==> src/core/smd_map.svh <==
// Constants for the set-mode command decoder
`ifndef SMD_MAP_SVH
`define SMD_MAP_SVH
`define SMD_CMD_CODE 8'h56
`define SMD_MODE_LIMIT 16'h0000
`define SMD_MODE_GROUP 16'h0001
`define SMD_MODE_DCMOT 16'h0002
`define SMD_MODE_AFB 16'h0003
`define SMD_MODE_AFILT 16'h0004
`define SMD_MODE_DVFILT 16'h0005
`define SMD_MODE_XOVER 16'h0006
`define SMD_MODE_PWREAD 16'h0007
`define SMD_MODE_HIRATE 16'h0009
`define SMD_MODE_NZSPEED 16'h000F
`define SMD_MODE_EMULT 16'h0012
`define SMD_MODE_SPI_A 16'h0014
`define SMD_MODE_SPI_B 16'h0015
`define SMD_MODE_SPI_DLY 16'h0016
`define SMD_MODE_FFILT 16'h0018
`define SMD_MODE_SINE 16'h0019
`define SMD_MODE_HALL 16'h001A
`define SMD_MODE_SHORT 16'h001B
`define SMD_MODE_I2C_SET 16'h001C
`define SMD_MODE_I2C_TX 16'h001D
`define SMD_MODE_I2C_RX 16'h001E
`define SMD_SPI_MAX_CODE 16'h0006
`define SMD_CYCLE_NS 120000
`define SMD_CLK_NS 10
`define SMD_CYCLE_CLKS (`SMD_CYCLE_NS / `SMD_CLK_NS)
`define SMD_FF_UNITY 16'h8000
`define SMD_EMULT_RESET 16'h0001
`define SMD_FF_LOOP_RESET 1'b1
`endif

==> src/core/smd_pkg.sv <==
// Types for the set-mode command decoder
package smd_pkg;
	typedef struct packed {
		logic valid;
		logic [7:0] code;
		logic [15:0] mode;
		logic [15:0] data;
	} smd_cmd_s;
	typedef enum logic [1:0] {SMD_IDLE, SMD_BUSY, SMD_ACK} smd_state_e;
	typedef struct packed {
		smd_state_e state;
		logic ack;
		logic reject;
		logic limit_switch_select;
		logic group_response_enable;
		logic dc_motor_select;
		logic [1:0] analog_feedback_select;
		logic [15:0] analog_input_filter;
		logic [15:0] drive_voltage_filter;
		logic [15:0] velocity_crossover;
		logic [15:0] pulse_width_read;
		logic hirate_enable;
		logic nonzero_endspeed_enable;
		logic [15:0] encoder_multiplier;
		logic [2:0] spi_rate_a;
		logic [2:0] spi_rate_b;
		logic [15:0] spi_delay_ticks;
		logic [15:0] ff_coeff;
		logic ff_use_loop_filter;
		logic [15:0] sine_base;
		logic sine_enable;
		logic hall_input_read;
		logic short_request;
		logic short_armed;
		logic short_active;
		logic [15:0] i2c_addr;
		logic i2c_setup;
		logic i2c_tx;
		logic i2c_rx;
		logic [15:0] i2c_reg;
		logic [16:0] tick;
		logic cycle_pulse;
		logic cs_keepalive;
		logic [31:0] sine_phase;
		logic [2:0] hall_value;
	} smd_state_s;
endpackage

==> src/core/smd_decoder.sv <==
// Set-mode command decoder with mode registers and cycle-rate helpers
`timescale 1ns/10ps
`include "smd_map.svh"
// What this block does
// - One command code 86, mode word selects
// - Mode 0 disables or enables limit switches
// - Mode 1 answers group address too
// - Mode 2 selects stepper or DC drive
// - Mode 3 picks analog position feedback source
// - Mode 6 sets velocity crossover frequency
// - Pulse-width read with power-of-two prescale
// - Mode 9 stores the high-rate pulse measurement enable
// - Nonzero start and stop speeds from registers
// - Encoder multiplier, zero or one means unity
// - Modes 20,21 set second SPI rate
// - Delayed SPI read, chip select keepalive pulse
// - Feedforward coefficient, zero uses loop filter
// - Sinewave phase advances by frequency each cycle
// - Sinewave adds only during trajectory motion
// - Hall inputs 2,3,4 give commutation value
// - Disable shorts windings if armed while enabled
// - Mode 28 strobes I2C setup with the unit address
// - Mode 29 strobes I2C transmit with its register
// - Mode 30 strobes I2C receive with its buffer register
module smd_decoder import smd_pkg::*; (
	input wire logic clk_sys,
	input wire logic reset,
	input wire smd_cmd_s cmd,
	input wire logic motor_enabled,
	input wire logic hw_drive_disable,
	input wire logic motion_active,
	input wire logic [31:0] sine_freq,
	input wire logic [4:0] gen_inputs,
	output logic ack,
	output logic reject,
	output logic limit_switch_select,
	output logic group_response_enable,
	output logic dc_motor_select,
	output logic [1:0] analog_feedback_select,
	output logic [15:0] analog_input_filter,
	output logic [15:0] drive_voltage_filter,
	output logic [15:0] velocity_crossover,
	output logic [15:0] pulse_width_read,
	output logic hirate_enable,
	output logic nonzero_endspeed_enable,
	output logic [15:0] encoder_multiplier,
	output logic [2:0] spi_rate_a,
	output logic [2:0] spi_rate_b,
	output logic [15:0] spi_delay_ticks,
	output logic [15:0] ff_coeff,
	output logic ff_use_loop_filter,
	output logic [15:0] sine_base,
	output logic sine_enable,
	output logic hall_input_read,
	output logic [2:0] hall_value,
	output logic short_active,
	output logic [15:0] i2c_addr,
	output logic i2c_setup,
	output logic i2c_tx,
	output logic i2c_rx,
	output logic [15:0] i2c_reg,
	output logic cycle_pulse,
	output logic cs_keepalive,
	output logic [31:0] sine_phase
);
	// One control cycle is 120us of system clocks
	// Tick width covers the count at 100 MHz with room to spare
	localparam logic [16:0] CYCLE_LAST = 17'(`SMD_CYCLE_CLKS - 1);

	// Power-up state: everything off except unity multiplier and loop filter
	localparam smd_state_s ST_RESET = '{
		state: SMD_IDLE,
		ack: 1'b0,
		reject: 1'b0,
		limit_switch_select: 1'b0,
		group_response_enable: 1'b0,
		dc_motor_select: 1'b0,
		analog_feedback_select: 2'h0,
		analog_input_filter: 16'h0000,
		drive_voltage_filter: 16'h0000,
		velocity_crossover: 16'h0000,
		pulse_width_read: 16'h0000,
		hirate_enable: 1'b0,
		nonzero_endspeed_enable: 1'b0,
		encoder_multiplier: `SMD_EMULT_RESET,
		spi_rate_a: 3'h0,
		spi_rate_b: 3'h0,
		spi_delay_ticks: 16'h0000,
		ff_coeff: 16'h0000,
		ff_use_loop_filter: `SMD_FF_LOOP_RESET,
		sine_base: 16'h0000,
		sine_enable: 1'b0,
		hall_input_read: 1'b0,
		short_request: 1'b0,
		short_armed: 1'b0,
		short_active: 1'b0,
		i2c_addr: 16'h0000,
		i2c_setup: 1'b0,
		i2c_tx: 1'b0,
		i2c_rx: 1'b0,
		i2c_reg: 16'h0000,
		tick: 17'h00000,
		cycle_pulse: 1'b0,
		cs_keepalive: 1'b0,
		sine_phase: 32'h00000000,
		hall_value: 3'h0
	};

	// Registered state and its next value
	smd_state_s st;
	smd_state_s next_st;
	// Command accepted this cycle
	logic take;

	// Next-state logic for decoding and cycle helpers
	always_comb begin
		next_st = st;
		next_st.ack = 1'b0;
		next_st.reject = 1'b0;
		next_st.i2c_setup = 1'b0;
		next_st.i2c_tx = 1'b0;
		next_st.i2c_rx = 1'b0;
		next_st.cycle_pulse = 1'b0;
		next_st.cs_keepalive = 1'b0;
		// Only the shared code is decoded; every other code passes by untouched
		take = cmd.valid && (cmd.code == `SMD_CMD_CODE);

		// 120us control cycle tick
		// Keepalive and phase advance both ride on the cycle wrap
		if (st.tick == CYCLE_LAST) begin
			next_st.tick = '0;
			next_st.cycle_pulse = 1'b1;
			if (st.spi_delay_ticks != 16'h0000) begin
				next_st.cs_keepalive = 1'b1;
			end
			if (st.sine_enable && motion_active) begin
				next_st.sine_phase = st.sine_phase + sine_freq;
			end
		end else begin
			next_st.tick = st.tick + 17'h00001;
		end

		// Hall sensors U,V,W on general inputs 2,3,4
		if (st.hall_input_read) begin
			next_st.hall_value = gen_inputs[4:2];
		end

		// Winding short: armed once the motor is enabled while the request is set
		// Hardware disable always wins, since the drivers are off then
		if (hw_drive_disable || !st.short_request) begin
			next_st.short_active = 1'b0;
		end else begin
			next_st.short_active = st.short_armed && !motor_enabled;
		end

		// A later enable arms a request that was made while disabled
		if (st.short_request && motor_enabled) begin
			next_st.short_armed = 1'b1;
		end

		// Command handshake
		// Busy and ack states keep the host three cycles apart
		case (st.state)
			SMD_IDLE: begin
				if (take) begin
					next_st.state = SMD_BUSY;
					case (cmd.mode)
						// Limit switches off or set from stored config
						`SMD_MODE_LIMIT: begin
							next_st.limit_switch_select = cmd.data[0];
						end
						// Answer the group address as well
						`SMD_MODE_GROUP: begin
							next_st.group_response_enable = cmd.data[0];
						end
						// Stepper or DC drive type
						`SMD_MODE_DCMOT: begin
							next_st.dc_motor_select = cmd.data[0];
						end
						// Analog feedback source, only 0, 1 and 3 accepted
						`SMD_MODE_AFB: begin
							if (cmd.data == 16'h0000 || cmd.data == 16'h0001 || cmd.data == 16'h0003) begin
								next_st.analog_feedback_select = cmd.data[1:0];
							end else begin
								next_st.reject = 1'b1;
							end
						end
						// Analog input filter setting
						`SMD_MODE_AFILT: begin
							next_st.analog_input_filter = cmd.data;
						end
						// Drive voltage filter setting
						`SMD_MODE_DVFILT: begin
							next_st.drive_voltage_filter = cmd.data;
						end
						// Velocity crossover frequency
						`SMD_MODE_XOVER: begin
							next_st.velocity_crossover = cmd.data;
						end
						// Pulse-width read prescale exponent
						`SMD_MODE_PWREAD: begin
							next_st.pulse_width_read = cmd.data;
						end
						// High-rate pulse measurement on or off
						`SMD_MODE_HIRATE: begin
							next_st.hirate_enable = cmd.data[0];
						end
						// Nonzero start and stop speeds
						`SMD_MODE_NZSPEED: begin
							next_st.nonzero_endspeed_enable = cmd.data[0];
						end
						// Encoder multiplier, zero stored as unity
						`SMD_MODE_EMULT: begin
							next_st.encoder_multiplier = (cmd.data == 16'h0000) ? 16'h0001 : cmd.data;
						end
						// Second SPI port rates; codes above six refused
						// Each port keeps its own rate code
						`SMD_MODE_SPI_A, `SMD_MODE_SPI_B: begin
							if (cmd.data > `SMD_SPI_MAX_CODE) begin
								next_st.reject = 1'b1;
							end else if (cmd.mode == `SMD_MODE_SPI_A) begin
								next_st.spi_rate_a = cmd.data[2:0];
							end else begin
								next_st.spi_rate_b = cmd.data[2:0];
							end
						end
						// Delayed read tick count; nonzero enables keepalive
						`SMD_MODE_SPI_DLY: begin
							next_st.spi_delay_ticks = cmd.data;
						end
						// Feedforward coefficient; zero selects the loop filter
						`SMD_MODE_FFILT: begin
							next_st.ff_coeff = cmd.data;
							next_st.ff_use_loop_filter = (cmd.data == 16'h0000);
						end
						// Sinewave base register; zero turns it off
						// Phase restarts at zero to avoid a jump
						`SMD_MODE_SINE: begin
							next_st.sine_base = cmd.data;
							next_st.sine_enable = (cmd.data != 16'h0000);
							next_st.sine_phase = '0;
						end
						// Hall sensor read on or off
						`SMD_MODE_HALL: begin
							next_st.hall_input_read = (cmd.data != 16'h0000);
						end
						// Winding short request
						// Armed at once only if the motor is enabled now
						`SMD_MODE_SHORT: begin
							next_st.short_request = cmd.data[0];
							next_st.short_armed = cmd.data[0] && motor_enabled;
						end
						// I2C setup with the unit address
						`SMD_MODE_I2C_SET: begin
							next_st.i2c_addr = cmd.data;
							next_st.i2c_setup = 1'b1;
						end
						// I2C transmit strobe with its register
						`SMD_MODE_I2C_TX: begin
							next_st.i2c_reg = cmd.data;
							next_st.i2c_tx = 1'b1;
						end
						// I2C receive strobe with its buffer register
						`SMD_MODE_I2C_RX: begin
							next_st.i2c_reg = cmd.data;
							next_st.i2c_rx = 1'b1;
						end
						// Reserved and unknown modes are refused but still answered
						default: next_st.reject = 1'b1;
					endcase
				end
			end
			// One cycle for the mode write to settle
			SMD_BUSY: begin
				next_st.state = SMD_ACK;
				next_st.ack = 1'b1;
			end
			// Ack is out; back to idle on the next edge
			SMD_ACK: next_st.state = SMD_IDLE;
			default: next_st.state = SMD_IDLE;
		endcase
	end

	// State register
	// Reset values are constants only
	always_ff @(posedge clk_sys) begin
		if (reset) begin
			st <= ST_RESET;
		end else begin
			st <= next_st;
		end
	end

	// Outputs straight from state
	assign ack = st.ack;
	assign reject = st.reject;

	// Drive and feedback selections
	assign limit_switch_select = st.limit_switch_select;
	assign group_response_enable = st.group_response_enable;
	assign dc_motor_select = st.dc_motor_select;
	assign analog_feedback_select = st.analog_feedback_select;

	// Filter and measurement settings
	assign analog_input_filter = st.analog_input_filter;
	assign drive_voltage_filter = st.drive_voltage_filter;
	assign velocity_crossover = st.velocity_crossover;
	assign pulse_width_read = st.pulse_width_read;

	// Pulse and motion options
	assign hirate_enable = st.hirate_enable;
	assign nonzero_endspeed_enable = st.nonzero_endspeed_enable;
	assign encoder_multiplier = st.encoder_multiplier;

	// Second SPI port
	assign spi_rate_a = st.spi_rate_a;
	assign spi_rate_b = st.spi_rate_b;
	assign spi_delay_ticks = st.spi_delay_ticks;

	// Feedforward filter
	assign ff_coeff = st.ff_coeff;
	assign ff_use_loop_filter = st.ff_use_loop_filter;

	// Sinewave setup
	assign sine_base = st.sine_base;
	assign sine_enable = st.sine_enable;

	// Hall sensing and winding short
	assign hall_input_read = st.hall_input_read;
	assign hall_value = st.hall_value;
	assign short_active = st.short_active;

	// I2C strobes and their operands
	assign i2c_addr = st.i2c_addr;
	assign i2c_setup = st.i2c_setup;
	assign i2c_tx = st.i2c_tx;
	assign i2c_rx = st.i2c_rx;
	assign i2c_reg = st.i2c_reg;

	// Control cycle helpers
	assign cycle_pulse = st.cycle_pulse;
	assign cs_keepalive = st.cs_keepalive;
	assign sine_phase = st.sine_phase;
endmodule // smd_decoder

==> config.mk <==
export PLATFORM = sky130hd
export DESIGN_NAME = smd_decoder
export DESIGN_NICKNAME = d
export VERILOG_FILES = /design/src/core/smd_pkg.sv /design/src/core/smd_decoder.sv
export VERILOG_INCLUDE_DIRS = /design/src /design/src/core
export SDC_FILE = /design/constraint.sdc
export NUM_CORES = 1
export LEC_CHECK = 0
export ABC_AREA = 1
export BUFFER_PORTS_ARGS = -buffer_cell sky130_fd_sc_hd__buf_2
export CORE_MARGIN = 8
export CORE_UTILIZATION = 28
export DETAILED_ROUTE_END_ITERATION = 16
export HOLD_SLACK_MARGIN = 0.06
export PLACE_DENSITY = 0.55
export SLEW_MARGIN = 20
export SYNTH_ARGS = -nofsm -noshare
export SYNTH_HDL_FRONTEND = slang
export SYNTH_SLANG_ARGS = --single-unit
export TNS_END_PERCENT = 5
==> constraint.sdc <==
create_clock -name clk_sys -period 2 [get_ports clk_sys]
set_input_delay 0.5 -clock clk_sys [delete_from_list [all_inputs] [get_ports clk_sys]]
set_output_delay 0.5 -clock clk_sys [all_outputs]
set_load 0.01 [all_outputs]
==> results.toml <==
[timing]
max_slew_margin_pct = 48.5
slew_violations = 0
clock.fmax_ghz = 0.531
fin_crit_ns = 1.88
min_period_over_period_pct = 94.2
finalSetupViolCount = 0
hold_viol_final = 0
worst_slew_pin_slew_ns = 0.767
fin_skew_ns = 0.0109
rsz0062_at_grt = "true"

[power_and_ir_drop]
p_leak_nw = 7.56
ir_drop_mv = 0.668
cellPowerDensity_nw_per_um2 = 713

[finish]
fillers = 5098
final_area_um2 = 16000
largest_reg_flops = 32
syn_to_final_growth_pct = 19.4
stdcell_count = 2620
diodes = 0
drive_above_1_share_pct = 29.6
layout.nets = 2099

[setup_path]
reg2reg_from = "sine_phase[0]"
crit_path_max_incr_delay_ns = 0.35
worst-path-buf-inv = 1
endpoint_kind = "flop"
rr_endpoint = "sine_phase[22]"
reg2regPathDepth = 14
cpLargestDelayFamily = "simple AND/OR/NAND/NOR gates"
crit_type = "flop to flop"
cpMostUsedCell = "nand2_1"
path_cells = "ha_2 -> fa_2 -> nand3_1 -> nand3_2 -> nand2_2 -> nand2_1 -> nand2_1 -> nand2_2 -> nand2_1 -> nand2_1 -> nand2_1 -> nand3_1 -> nand2_1 -> inv_1"
crit_slowest_cell = "fa_2"
cp.arrival_ns = 2.36
critPathLaunchType = "flop"
cp_max_fo = 4
reg2reg_slack_ns = 0.12
worstPathRequired_ns = 2.48

[status]
status = "complete, no violations"

[floorplanning]
fp.dieW_um = 235
coreArea_um2 = 47400
row_count = 80
die-area_um2 = 55000
io_pins = 302
die_h_um = 235
start_util_pct = 28.2

[hold_path]
hp-class = "input pin to flop"
hp-start = "motor_enabled"
hold_depth = 2
min_delay_worst_endpoint = "short_active"

[synth]
ys.flop_type = "dfxtp_1"
syn_area_um2 = 13400
synth_cell_type_count = 43
synth_edf_count = 0
synth_top_area_share_pct = 35.9
synthTopCellsByCount = "321 x nand2_1, 263 x nor2_1, 240 x dfxtp_1"
synth_nets = 1925
yosys.cell_count.top_type = "nand2_1"
synthTopCellsByArea = "dfxtp_1 36%, buf_4 12%, nand2_1 9.0%"
ys_ff_latch = 240
ys_warn_count = 0
synth_seq_area_share_pct = 35.9
syn_inst = 1809
synth.avg_cell_area_um2 = 7.40
synth_top_area_cell = "dfxtp_1"
synthArstFlopShare_pct = 0

[grt]
antenna_found_initial = 0
first_global_vias = 11600
track_usage_pct = 15.4
grt_max_degree = 95
gr-total-overflow = 0
grt_pass1_wl_mm = 68.0

[clocking]
cts-root-buf = "clkbuf_16"
cts_tree = "done"
cts_htree_levels = 1
cts_made_buffers = 29
cts_buffer_depth = 3
cts.clk_slew.worst_paths_ns = 0.06
clock-sinks = 240
clock_latency_ns = 0.59

[placement]
dp.cells = 2567
gp_congestion = 0.915
hpwlAfterDp_mm = 32.8
portBuffers = 299
place_area_um2 = 14800

[drt]
vias_per_cell = 4.44
drt_iter0_drc = 715
wl_mm = 44.1
wl_per_cell_um = 16.8
drt-pass1-iter-count = 5
antenna_left = 0
dr_total_vias = 11600
drc = 0

[flow_run]
max-cap-violations = 0
==> what timing repair did <==
| item | 4_1_cts | 5_1_grt |
|---|---|---|
| endpoints found under the setup margin | 0 | 21 |
| resized for setup | 0 | 28 |
| hold buffers | 0 | 0 |
| buffers inserted | 0 | 0 |
==> stage by stage <==
| step | TNS (ns) | power [mW] | hold slack [ns] | utilization, % | worst slack (ns) |
|---|---|---|---|---|---|
| 2_1_floorplan | 0 | 5.19 | 0.420 | - | 0.0261 |
| 3_3_place_gp | -6.60 | 5.54 | 0.430 | 31.1 | -0.289 |
| 3_5_place_dp | -8.57 | 5.54 | 0.435 | 31.1 | -0.285 |
| 4_1_cts | 0 | 11.6 | 0.0702 | 33.4 | 0.0237 |
| 5_1_grt | -0.148 | 11.8 | 0.0891 | 33.7 | -0.0384 |
| 6_report | 0 | 11.4 | 0.109 | 33.7 | 0.117 |
==> how the worst max path moves through the flow <==
stage / from / to / cells past startpoint
global placement: sine_freq[0] / sine_phase[30] / 15
CTS: sine_phase[0] / sine_phase[30] / 14
detailed placement: sine_freq[0] / sine_phase[30] / 15
finish: sine_phase[0] / sine_phase[22] / 14
floorplan: sine_freq[0] / sine_phase[30] / 14
global route: sine_phase[0] / sine_phase[30] / 14
==> per-layer routing <==
metal,vias up,part of all wire [%],track usage (%)
li1,5982,-,-
met4,0,2.2,3.30
met3,55,7.1,4.49
met5,-,0,0
met1,5284,43,18.6
met2,305,47,26.7
==> cell usage in the layout, fill, tap and decap left out, drive strengths merged, types with 22 or more instances in the layout <==
cell,Yosys,final
a211oi,149,149
a21oi,90,90
buf,249,411
clkbuf,19,33
clkinv,14,22
dfxtp,240,240
ha,32,32
inv,223,225
nand2,325,325
nand3,75,75
nor2,279,279
o21ai,36,36
==> kinds of logic (layout without fill, tap and decap cells) <==
group / Yosys count / count (layout) / share of synthesized area [%]
AO/OA/AOI/OAI: 282 / 282 / 15.9
XOR/XNOR: 17 / 17 / 1.11
adder cells (fa/ha/maj): 33 / 33 / 3.14
buffers and inverters: 505 / 701 / 20.7
flip-flops: 240 / 240 / 35.9
AND/OR/NAND/NOR: 732 / 732 / 23.2
==> where the power goes <==
group	internal (mW)	leakage [nW]	switching (mW)	total (mW)
sequential	4.79	1.93	0.00561	4.79
clock	3.69	0.526	2.27	5.95
combinational	0.211	5.10	0.439	0.649
total	8.68	7.56	2.71	11.4
==> area by class of cell <==
class / instances / area, um^2 / share of cell area (%)
sequential: 240 / 4810 / 30.1
tap: 615 / 769 / 4.82
multi-input combinational: 1064 / 5920 / 37.1
clock inverter: 20 / 309 / 1.94
inverter: 237 / 890 / 5.57
clock buffer: 33 / 771 / 4.83
timing repair buffer: 411 / 2500 / 15.6
Note: power is estimated with default switching activity, not from simulation.
